`src/core/hlt_pkg.sv`:
```
// package for the hardware limit timer: register map, field layout, mode codes
// assumes a 32-bit classic wishbone slave with word-aligned registers
package hlt_pkg;
    // register byte addresses
    localparam logic [7:0] ADDR_CONTROL = 8'h00;
    localparam logic [7:0] ADDR_LIMIT_CTL = 8'h04;
    localparam logic [7:0] ADDR_RST_SEL = 8'h08;
    localparam logic [7:0] ADDR_COUNT = 8'h0c;
    localparam logic [7:0] ADDR_PERIOD = 8'h10;
    localparam logic [7:0] ADDR_STATUS = 8'h14;
    localparam logic [7:0] ADDR_IRQ_EN = 8'h18;
    localparam int ADDR_LSB = 2;
    localparam int ADDR_MSB = 7;

    // control register fields
    localparam int ON_BIT = 7;
    localparam int POST_LSB = 0;
    localparam int POST_W = 4;

    // reset values
    localparam logic [7:0] COUNT_RST = 8'h00;
    localparam logic [7:0] PERIOD_RST = 8'hff;
    localparam logic [4:0] MODE_RST = 5'h00;
    localparam logic [3:0] RST_SEL_RST = 4'h0;
    localparam int SRC_W = 16;
    localparam int SEL_W = 4;

    // mode families and variants
    localparam logic [1:0] FAM_FREE = 2'h0;
    localparam logic [1:0] FAM_ONESHOT = 2'h1;
    localparam logic [1:0] FAM_MONO = 2'h2;
    localparam logic [2:0] V0 = 3'h0;
    localparam logic [2:0] V1 = 3'h1;
    localparam logic [2:0] V2 = 3'h2;
    localparam logic [2:0] V3 = 3'h3;
    localparam logic [2:0] V4 = 3'h4;
    localparam logic [2:0] V5 = 3'h5;
    localparam logic [2:0] V6 = 3'h6;
    localparam logic [2:0] V7 = 3'h7;

    // restart delay after an early external reset, in timer clocks
    localparam logic [1:0] RESTART_DLY = 2'h2;

    typedef struct packed {
        logic [1:0] family;
        logic [2:0] variant;
    } hlt_mode_t;

    typedef enum logic [2:0] {
        HLT_IDLE = 3'b001,
        HLT_RUN = 3'b010,
        HLT_HOLD = 3'b100
    } hlt_state_t;
endpackage

```
`src/core/hlt_timer.sv`:
```
// 8-bit hardware limit timer with postscaled period pulse and wishbone registers
// assumes source inputs are synchronous signals; tick_en paces the timer clock
// Behaviour
// - external reset signal chosen from sources by reset_source_select register
// - five-bit mode: upper two bits family, lower three bits variant
// - external signal ignored while debug freeze is high
// - software gate: count while on, hold otherwise, wrap after period match
// - hardware gate: count when on and signal active; 001 high, 010 low
// - edge reset free-run: any, rising, falling edge resets count
// - level reset free-run: held reset and stopped at reset level
// - after early external reset, restart period after two-clock delay
// - one-shot: period match next clock clears on, stops at zero
// - edge-start variants wait for qualifying edge after on set
// - after on cleared, a fresh edge is needed to resume
// - one-shot 100/101: first edge starts, later same edges reset
// - one-shot 110/111: edge starts, opposite level resets
// - monostable: match stops at zero keeping on; later edge restarts
// - level one-shot 10110/10111: run at active level, reset otherwise
// - period flag when postscaler reaches selected ratio 1:1 to 1:16
// - period interrupt reaches cpu only when enable bit set
// - on bit and external signal pass two-flop synchronisers
// - period match bumps postscaler; ratio match gives one-clock pulse, clears it
// - reset clears count, period ffh; count/control writes clear postscaler
//
// The register addresses and the Wishbone register port were chosen for this implementation.
`timescale 1ns/1ps
module hlt_timer
    import hlt_pkg::*;
(
    // clock and reset
    input wire logic clock,
    input wire logic rst,
    input wire logic clk_en,
    // wishbone slave
    input wire logic wb_cyc_i,
    input wire logic wb_stb_i,
    input wire logic wb_we_i,
    input wire logic [7:0] wb_adr_i,
    input wire logic [3:0] wb_sel_i,
    input wire logic [31:0] wb_dat_i,
    output logic [31:0] wb_dat_o,
    output logic wb_ack_o,
    // timer environment
    input wire logic tick_en,
    input wire logic debug_freeze,
    input wire logic [SRC_W-1:0] reset_sources,
    // outputs
    output logic postscaled_period_pulse,
    output logic period_irq,
    output logic [7:0] count_value
);
    function automatic logic mode_is(hlt_mode_t m, logic [1:0] f, logic [2:0] v);
        return (m.family == f) && (m.variant == v);
    endfunction

    logic on_r, on_nxt;
    hlt_mode_t mode_r;
    logic [SEL_W-1:0] rst_sel_r;
    logic [POST_W-1:0] post_sel_r, post_cnt_r;
    logic [7:0] count_r, period_r;
    logic flag_r, irq_en_r, ack_r;
    logic [31:0] dat_r;
    logic ers_s1_r, ers_s2_r, ers_d_r, on_s1_r, on_s2_r;
    logic armed_r;
    logic [1:0] dly_r;
    logic pulse_r, irq_r;
    hlt_state_t st_r;

    // bus decode
    wire bus_req = wb_cyc_i & wb_stb_i & ~ack_r;
    wire bus_wr = bus_req & wb_we_i & wb_sel_i[0];
    wire [ADDR_MSB:ADDR_LSB] widx = wb_adr_i[ADDR_MSB:ADDR_LSB];
    wire wr_ctl = bus_wr && (wb_adr_i == ADDR_CONTROL);
    wire wr_lim = bus_wr && (wb_adr_i == ADDR_LIMIT_CTL);
    wire wr_sel = bus_wr && (wb_adr_i == ADDR_RST_SEL);
    wire wr_cnt = bus_wr && (wb_adr_i == ADDR_COUNT);
    wire wr_per = bus_wr && (wb_adr_i == ADDR_PERIOD);
    wire wr_sts = bus_wr && (wb_adr_i == ADDR_STATUS);
    wire wr_ien = bus_wr && (wb_adr_i == ADDR_IRQ_EN);

    // external signal selection and conditioning
    wire ers_raw = reset_sources[rst_sel_r];
    wire ers = ers_s2_r;
    wire frozen = debug_freeze;
    wire rise = tick_en & ~frozen & ers & ~ers_d_r;
    wire fall = tick_en & ~frozen & ~ers & ers_d_r;
    wire on_eff = on_s2_r & on_r;

    // mode decode
    wire gate_sw = mode_is(mode_r, FAM_FREE, V0);
    wire gate_hi = mode_is(mode_r, FAM_FREE, V1);
    wire gate_lo = mode_is(mode_r, FAM_FREE, V2);
    wire fr_any = mode_is(mode_r, FAM_FREE, V3);
    wire fr_rise = mode_is(mode_r, FAM_FREE, V4);
    wire fr_fall = mode_is(mode_r, FAM_FREE, V5);
    wire fr_lvl_lo = mode_is(mode_r, FAM_FREE, V6);
    wire fr_lvl_hi = mode_is(mode_r, FAM_FREE, V7);
    wire os_sw = mode_is(mode_r, FAM_ONESHOT, V0);
    wire os_family = mode_r.family == FAM_ONESHOT;
    wire mono = (mode_r.family == FAM_MONO) && (mode_r.variant >= V1) && (mode_r.variant <= V3);
    wire lv_hi = mode_is(mode_r, FAM_MONO, V6);
    wire lv_lo = mode_is(mode_r, FAM_MONO, V7);
    wire reserved = ~(mode_r.family == FAM_FREE) & ~os_family & ~mono & ~lv_hi & ~lv_lo;
    wire [2:0] v = mode_r.variant;
    wire edge_start_md = (os_family | mono) & (v != V0);
    // start edge per variant: 1/4/6 rising, 2/5/7 falling, 3 any
    wire start_edge = ((v == V1 || v == V4 || v == V6) & rise) |
                      ((v == V2 || v == V5 || v == V7) & fall) |
                      ((v == V3) & (rise | fall));
    wire gated = ~frozen & ((gate_hi & ~ers) | (gate_lo & ers));
    wire edge_rst = on_eff & ((fr_any & (rise | fall)) | (fr_rise & rise) | (fr_fall & fall) |
                    (os_family & (v == V4) & rise) | (os_family & (v == V5) & fall));
    wire lvl_rst = ~frozen & ((fr_lvl_lo & ~ers) | (fr_lvl_hi & ers) | (os_family & (v == V6) & ~ers) |
                   (os_family & (v == V7) & ers) | (lv_hi & ~ers) | (lv_lo & ers));
    wire lvl_run_ok = ~frozen & ((lv_hi & ers) | (lv_lo & ~ers));
    wire match = count_r == period_r;
    wire oneshot_stop = os_family | lv_hi | lv_lo;
    wire running = st_r == HLT_RUN;
    wire may_count = tick_en & on_eff & ~reserved & ~gated & ~lvl_rst & (dly_r == 2'h0) &
                     (running | gate_sw | gate_hi | gate_lo | (mode_r.family == FAM_FREE) |
                      os_sw | lvl_run_ok);
    wire period_evt = may_count & match;
    wire post_clr = wr_ctl | wr_cnt | edge_rst | (lvl_rst & on_eff);
    wire post_hit = period_evt & (post_cnt_r == post_sel_r);

    // run state: edge-start modes idle until a qualifying edge
    hlt_state_t st_nxt;
    always_comb
    begin
        st_nxt = st_r;
        if (~on_eff | reserved)
            st_nxt = HLT_IDLE;
        else if (~edge_start_md)
            st_nxt = HLT_RUN;
        else if ((st_r != HLT_RUN) & armed_r & start_edge)
            st_nxt = HLT_RUN;
        else if (period_evt & mono)
            st_nxt = HLT_HOLD;
    end

    // on bit: software sets, one-shot completion clears
    always_comb
    begin
        on_nxt = on_r;
        if (wr_ctl)
            on_nxt = wb_dat_i[ON_BIT];
        if (period_evt & oneshot_stop)
            on_nxt = 1'b0;
    end

    always_ff @(posedge clock)
    begin
        if (rst)
        begin
            on_r <= 1'b0;
            mode_r <= MODE_RST;
            rst_sel_r <= RST_SEL_RST;
            post_sel_r <= '0;
            post_cnt_r <= '0;
            count_r <= COUNT_RST;
            period_r <= PERIOD_RST;
            flag_r <= 1'b0;
            irq_en_r <= 1'b0;
            ack_r <= 1'b0;
            dat_r <= '0;
            ers_s1_r <= 1'b0;
            ers_s2_r <= 1'b0;
            ers_d_r <= 1'b0;
            on_s1_r <= 1'b0;
            on_s2_r <= 1'b0;
            armed_r <= 1'b0;
            dly_r <= 2'h0;
            pulse_r <= 1'b0;
            irq_r <= 1'b0;
            st_r <= HLT_IDLE;
        end
        else if (clk_en)
        begin
            ack_r <= bus_req;
            on_r <= on_nxt;
            on_s1_r <= on_r;
            on_s2_r <= on_s1_r;
            ers_s1_r <= ers_raw;
            ers_s2_r <= ers_s1_r;
            if (tick_en)
                ers_d_r <= ers_s2_r;
            st_r <= st_nxt;
            // arm edge detection only once the on bit is seen set
            armed_r <= on_eff;
            if (wr_lim)
                mode_r <= wb_dat_i[4:0];
            if (wr_sel)
                rst_sel_r <= wb_dat_i[SEL_W-1:0];
            if (wr_per)
                period_r <= wb_dat_i[7:0];
            if (wr_ctl)
                post_sel_r <= wb_dat_i[POST_LSB +: POST_W];
            if (wr_ien)
                irq_en_r <= wb_dat_i[0];
            if (edge_rst)
                dly_r <= RESTART_DLY;
            else if (tick_en && dly_r != 2'h0)
                dly_r <= dly_r - 2'h1;
            if (wr_cnt)
                count_r <= wb_dat_i[7:0];
            else if (edge_rst | (tick_en & lvl_rst & on_eff))
                count_r <= COUNT_RST;
            else if (period_evt)
                count_r <= COUNT_RST;
            else if (may_count & (st_nxt == HLT_RUN | ~edge_start_md))
                count_r <= count_r + 8'h01;
            if (post_clr)
                post_cnt_r <= '0;
            else if (post_hit)
                post_cnt_r <= '0;
            else if (period_evt)
                post_cnt_r <= post_cnt_r + 4'h1;
            pulse_r <= post_hit;
            // set wins over a software clear in the same cycle
            if (post_hit)
                flag_r <= 1'b1;
            else if (wr_sts & wb_dat_i[0])
                flag_r <= 1'b0;
            irq_r <= flag_r & irq_en_r;
            unique case (widx)
                ADDR_CONTROL[ADDR_MSB:ADDR_LSB]: dat_r <= {24'h0, on_r, 3'h0, post_sel_r};
                ADDR_LIMIT_CTL[ADDR_MSB:ADDR_LSB]: dat_r <= {27'h0, mode_r};
                ADDR_RST_SEL[ADDR_MSB:ADDR_LSB]: dat_r <= {28'h0, rst_sel_r};
                ADDR_COUNT[ADDR_MSB:ADDR_LSB]: dat_r <= {24'h0, count_r};
                ADDR_PERIOD[ADDR_MSB:ADDR_LSB]: dat_r <= {24'h0, period_r};
                ADDR_STATUS[ADDR_MSB:ADDR_LSB]: dat_r <= {29'h0, st_r == HLT_RUN, ers, flag_r};
                ADDR_IRQ_EN[ADDR_MSB:ADDR_LSB]: dat_r <= {31'h0, irq_en_r};
                default: dat_r <= 32'h0;
            endcase
        end
    end

    assign wb_ack_o = ack_r;
    assign wb_dat_o = dat_r;
    assign postscaled_period_pulse = pulse_r;
    assign period_irq = irq_r;
    assign count_value = count_r;
endmodule

```
`config.mk`:
```
export PLATFORM = sky130hd
export DESIGN_NAME = hlt_timer
export DESIGN_NICKNAME = d
export VERILOG_FILES = /design/src/core/hlt_pkg.sv /design/src/core/hlt_timer.sv
export SDC_FILE = /design/constraint.sdc
export NUM_CORES = 1
export LEC_CHECK = 0
export BUFFER_PORTS_ARGS = -buffer_cell sky130_fd_sc_hd__buf_2
export CORE_AREA = 2 2 113 115
export DETAILED_ROUTE_END_ITERATION = 8
export DIE_AREA = 0 0 115 117
export PLACE_DENSITY_LB_ADDON = 0.2
export SYNTH_ARGS = -nofsm -noshare
export SYNTH_HDL_FRONTEND = slang
export SYNTH_SLANG_ARGS = --single-unit
```
`constraint.sdc`:
```
create_clock -name clock -period 2.9 [get_ports clock]
set_input_delay 0.29 -clock clock [delete_from_list [all_inputs] [get_ports clock]]
set_output_delay 0.29 -clock clock [all_outputs]
set_load 0.05 [all_outputs]
```
; ---- After elaboration in Yosys (flattened, before gate mapping)
; Index checks and enable logic that the tools add are counted.
; Widths: inputs -> output; s select.
[totals]
ramBits = 0
rom_bits = 0
reg_bits = 82
memories = 0
word_cells = 224
latchBits = 0
[op_classes]
order_cmp = 3
n_eq_ne = 26
n_addsub = 3
div_mod_pow = 0
shifts = 0
multipliers = 0
muxes = 20
n_reduce_logical = 48
n_bitwise = 102
[ops]
columns = op, n
row1 = $and 1x1->1, 59
row2 = $pmux 8 s7, 1
row3 = $mux 8, 4
row4 = $or 1x1->1, 29
row5 = $eq 8x5->1 const B, 3
row6 = $reduce_and 2->1, 11
row7 = $logic_and 1x1->1, 21
row8 = $eq 6x3->1 const B, 3
row9 = $eq 8x4->1 const B, 2
row10 = $not 1->1, 14
row11 = $eq 3x2->1 const B, 4
row12 = $eq 3x3->1 const B, 4
row13 = $eq 6x2->1 const B, 2
row14 = $mux 3, 4
row15 = $mux 4, 3
row16 = $add 8x1->8 const B, 1
row17 = $eq 8x3->1 const B, 1
row18 = $eq 8x8->1, 1
row19 = $logic_not 8->1, 1
row20 = $reduce_bool 2->1, 4
row21 = $eq 6x1->1 const B, 1
row22 = $logic_not 6->1, 1
row23 = $reduce_bool 3->1, 2
row24 = $lt 4x5->1 const B, 1
row25 = 16 further kinds, 25

; ---- Longest topological paths before layout
[logic_depth]
ltp_word = 26
depth_mapped = 9

; ---- Least setup slack after synthesis
; No wires, ideal clock.
[synth_timing]
path_type = reg2reg
from = register count_r[5] (netlist: count_value[5])
to = register post_cnt_r[2]
t_arrival_ns = 2.259
path_slack_ns = 0.509
required_time_ns = 2.768
path_stages_with_launch = 10
period_less_slack_ns = 2.391
setup_time_ns = 0.132
path_cell_list = dfxtp_1 > clkbuf_1 > xor2_1 > nor4_1 > nand2_1 > nor4_4 > buf_2 > a211oi_1 > o21ai_0 > a21oi_1
[synth_between]
elab_chain_cells = 5
[synth_lines]
columns = item, line
row1 = start: declaration, hlt_timer.sv:60  ; logic [7:0] count_r, period_r;
row2 = start signal: assignment, hlt_timer.sv:205  ; count_r <= wb_dat_i[7:0];
row3 = start signal: assignment, hlt_timer.sv:211  ; count_r <= count_r + 8'h01;
row4 = $eq 8x8->1 (*), hlt_timer.sv:116  ; wire match = count_r == period_r;
row5 = $and 1x1->1 (*), hlt_timer.sv:122  ; wire period_evt = may_count & match;
row6 = $and 1x1->1, hlt_timer.sv:124  ; wire post_hit = period_evt & (post_cnt_r == post_sel_r);
row7 = $reduce_bool 3->1 (no line) or $mux 4 (tied branches), --
row8 = $reduce_and 2->1 (no line) or $mux 4 (tied branches), --
row9 = end signal: assignment, hlt_timer.sv:217  ; post_cnt_r <= post_cnt_r + 4'h1;
row10 = end: declaration, hlt_timer.sv:59  ; logic [POST_W-1:0] post_sel_r, post_cnt_r;
; Every way passes the cells marked *; elsewhere a longest branch is shown, timed or not.
; A chain may end at the register's enable or synchronous reset.

; ---- Worst setup path in the final report
[layout_timing]
from = register mode_r, in the netlist v[0]
to = register post_cnt_r[0]
[layout_between]
elab_chain_cells = 17
[layout_lines]
columns = item, line
row1 = start: declaration, hlt_timer.sv:57  ; hlt_mode_t mode_r;
row2 = start signal: assignment, hlt_timer.sv:191  ; mode_r <= wb_dat_i[4:0];
row3 = $ge 3x1->1 (tied with other cells), hlt_timer.sv:100  ; wire mono = (mode_r.family == FAM_MONO) && (mode_r.variant >= V1) && (mode_r.variant <= V3);
row4 = "$logic_and 1x1->1, on equally long branches", "hlt_timer.sv:100, hlt_timer.sv:53"
row5 = $logic_and 1x1->1 or $and 1x1->1 (tied branches), "hlt_timer.sv:100, hlt_timer.sv:113"
row6 = $not 1->1 or $or 1x1->1 (tied branches), "hlt_timer.sv:103, hlt_timer.sv:113"
row7 = $and 1x1->1 or $or 1x1->1 (tied branches) (2 in a row), "hlt_timer.sv:103, hlt_timer.sv:113"
row8 = $and 1x1->1 or $or 1x1->1 (tied branches), "hlt_timer.sv:103, hlt_timer.sv:114"
row9 = $not 1->1 or $or 1x1->1 (tied branches), "hlt_timer.sv:119, hlt_timer.sv:114"
row10 = "$and 1x1->1, on equally long branches", "hlt_timer.sv:119, hlt_timer.sv:113"
row11 = $and 1x1->1 or $not 1->1 (tied branches), hlt_timer.sv:119  ; wire may_count = tick_en & on_eff & ~reserved & ~gated & ~lvl_rst & (dly_r == 2'h0) &
row12 = $and 1x1->1 (3 in a row), hlt_timer.sv:119
row13 = $and 1x1->1, hlt_timer.sv:122
row14 = $and 1x1->1, hlt_timer.sv:124
row15 = $reduce_bool 3->1 (no line) or $mux 4 (tied branches), --
row16 = $reduce_and 2->1 (no line) or $mux 4 (tied branches), --
; Parallel ways exist; a longest one is shown, timed or not.

==> Flow_metrics.wiki <==
{| class="wikitable"
! Metric !! Value
|-
| Buffer depth of the longest clock path || 2
|-
| Detailed Routing Iterations Pass 1 || 5
|-
| Final Wtd Congestion || 0.870
|-
| Number of library cell types mapped by synthesis || 58
|-
| Number of max-slew violations in the final report || 0
|-
| Peak supply drop || just over 0.0002 V
|-
| Number of fill cells || approximately 1300
|-
| Height of the die || roughly 120 um
|-
| Number of placed instances, taps included || 640
|-
| RSZ-0062 raised after global routing || false
|-
| Chip width || about 120 um
|-
| Total DRC errors in the routed layout || 0
|-
| Sequential-to-total area share from yosys stat || 0.326
|-
| Total die area || between 10000 and 15000 sq um
|-
| Detailed router's first-iteration violation count || 210
|-
| Number of synthesized flops with an enable pin || 0
|-
| Run status || complete, no violations
|-
| Cell-by-cell listing of the critical path || xnor2_1 > nor4bb_1 > or3_4 > nor4_4 > buf_4 > nand2_1 > or3b_1 > a21oi_1
|-
| Final antenna-violating net count || 0
|-
| Post-route minimum period || ~2.7 ns
|-
| Clock tree from TritonCTS || built
|-
| Reg2Reg Setup Slack || 0.22 ns
|-
| Maximum capacitance violations || 0
|-
| Boundary Pins || 111
|-
| Kind of capture point of the worst setup path || register
|-
| CTS Sinks || 58
|-
| Worst slack after detailed placement || between 0.2 and 0.25 ns
|-
| Most used DFF post-synth || sky130_fd_sc_hd__dfxtp_1
|-
| Final-report hold violation count || 0
|-
| Tcrit/Tclk final || 0.925
|-
| WS Path Type || reg2reg
|-
| Most frequent standard cell in the layout excluding fill and tap cells || sky130_fd_sc_hd__buf_2
|-
| Crit path arrival time || between 2 and 3 ns
|-
| Required time of the worst setup path || between 3 and 4 ns
|-
| Detailed-route via count || 3415
|-
| FF-to-FF path depth || 8
|-
| Number of storage elements in the synthesis netlist || a little under 60
|-
| Worst min-delay path category || in2reg
|-
| Initial antenna violation count || 0
|-
| Layout overhead on the synthesized area || 21.4%
|-
| Wire per inst || 16.5 um
|-
| Buffers on Ports || 59
|-
| Post-CTS setup buffers || 0
|-
| Maximum frequency from static timing analysis || 373 MHz
|-
| # H-tree levels || 3
|-
| Max Clock Skew || ~0.013 ns
|-
| Clock latency at the later pin of the worst-skew pair || between 0.3 and 0.4 ns
|-
| Number of warnings issued by yosys || 0
|-
| Final HPWL DP || 8130 um
|-
| Initial core utilization || 0.290
|-
| Count of cells along the worst hold path || 3
|-
| Total number of nets in the final design || ~570
|-
| Number of buffers added by the clock tree synthesis step || 9
|-
| Pin slew with the least headroom to its limit || ~0.72 ns
|-
| Final non-filler cell total || 656
|-
| Clk slew on worst S/H paths || 0.06 ns
|-
| Slowest cell on the critical path || sky130_fd_sc_hd__dfxtp_1
|-
| Static Leakage || 0.00169 uW
|-
| Setup ws final || 0.217 ns
|-
| Leading cell types in the layout, fill and taps excluded || sky130_fd_sc_hd__buf_2, sky130_fd_sc_hd__dfxtp_1, sky130_fd_sc_hd__nor2_1
|-
| Share of cells above drive strength 1 || 0.221
|-
| Clock root buffer || sky130_fd_sc_hd__clkbuf_16
|-
| Power per cell area || roughly 500 nW/um^2
|-
| N_diodes || 0
|-
| Cts-stage hold buffer count || 0
|-
| Core footprint || between 10000 and 15000 sq um
|-
| Number of setup violations in the final report || 0
|-
| All-layer global routing usage || 0.167
|-
| Remaining Overflow, GRT || 0
|-
| Critical path startpoint category || register
|-
| Post_cts resized || 0
|-
| Pin count of the biggest net entering global routing || 37
|-
| Final wirelength || about 11000 um
|-
| Synthesized instance count || 435
|-
| Post-route setup TNS || 0 ns
|-
| Global-route wire length before repair || about 17000 um
|-
| FP Rows || around 40
|-
| Number of global-route vias before repair || 3273
|-
| Final core occ || 0.351
|-
| Total standard cell area after synthesis || roughly 3600 sq um
|-
| Worst slew margin relative to its limit || 0.517
|-
| Async set or reset register ratio after synthesis || 0
|-
| Total chip power || ~2100 uW
|-
| Max Fanout on Critical Path || 13
|-
| Average cell area after synthesis || a little over 8 sq um
|-
| Average via count per standard cell || ~5.2
|-
| CP peak stage delay || 0.61 ns
|}
-- worst max-delay path: cells and delay by family, from the launching register on --
| kind | cells | cell delay, ns |
|---|---|---|
| buffers and inverters | 1 | 0.27 |
| xor gates and xnor gates | 1 | 0.18 |
| and+or+nand+nor | 5 | 1.42 |
| DFF | 1 | 0.61 |
| AOI/OAI and AO/OA | 1 | 0.14 |
-- cells by family (layout without fill, tap and decap cells) --
logic type	Yosys count	in the layout	synth area share
AND/OR/NAND/NOR	175	175	0.251
AO/OA/AOI/OAI	89	89	0.162
buffers and inverters	59	107	0.0927
flip-flops	58	58	0.326
multiplexers	36	36	0.123
XOR/XNOR	14	14	0.0344
adder cells (fa/ha/maj)	3	3	0.0105
other	1	24	0.00105
-- flip-flops by register name, indices dropped and copies added, names as in the netlist, 2 cells and up --
| name | count |
|---|---|
| st_r | 3 |
| post_cnt_r | 4 |
| count_value | 8 |
| rst_sel_r | 4 |
| period_r | 8 |
| v | 3 |
| post_sel_r | 4 |
| wb_dat_o | 8 |
| dly_r | 2 |
| mode_r | 2 |
-- cell type report --
type | count | area [sq um] | area share
multi-input combinational | 341 | 2160 | 0.499
inverter | 10 | 37.5 | 0.00868
clock inverter | 5 | 77.6 | 0.0179
clock buffer | 11 | 243 | 0.0561
sequential | 58 | 1160 | 0.268
timing repair buffer | 81 | 460 | 0.106
tap | 150 | 188 | 0.0434
-- power breakdown --
part	internal, uW	switching [uW]	total [uW]
combinational	44.3	142	186
sequential	800	2.80	803
clock	772	378	1150
-- synth_stat cells, drive strengths merged (4+ instances only) --
master   n  area, sq um
nor3    14         70.1
nor3b    5         37.5
a31oi    7         43.8
o21ai   13         68.8
and3     8         50.1
clkbuf  15         56.3
mux2i   28          280
nor2    51          191
nor2b    9         56.3
xor2    12          105
a22oi    9         67.6
nand2   40          150
nor4     6         52.6
a221oi   9         78.8
buf     34          236
inv     10         37.5
or3      4         30.0
a21oi   33          169
nand4    5         31.3
mux4     6          135
nand3   14         70.1
dfxtp   58         1160
-- path summary, 6_finish.rpt --
check,start,to
hold / removal,wb_dat_i[6],period_r[6]
setup / recovery,v[0],post_cnt_r[0]
setup reg to reg,v[0],post_cnt_r[0]
hold reg to reg,st_r[0],st_r[0]
-- through the flow --
step	hold slack [ns]	area, sq um
6_report	0.208	4330
4_1_cts	0.204	4330
3_5_place_dp	0.453	4010
5_1_grt	0.215	4330
3_3_place_gp	0.442	4010
2_1_floorplan	0.418	3650
-- metal layers --
layer	global-route usage	wire length [um]	up-vias
met5	0	0	-
met4	0.0538	158	0
met3	0.0335	556	14
met2	0.266	5060	109
met1	0.227	5040	1626
li1	-	-	1666
(Power assumes the default switching activity.)
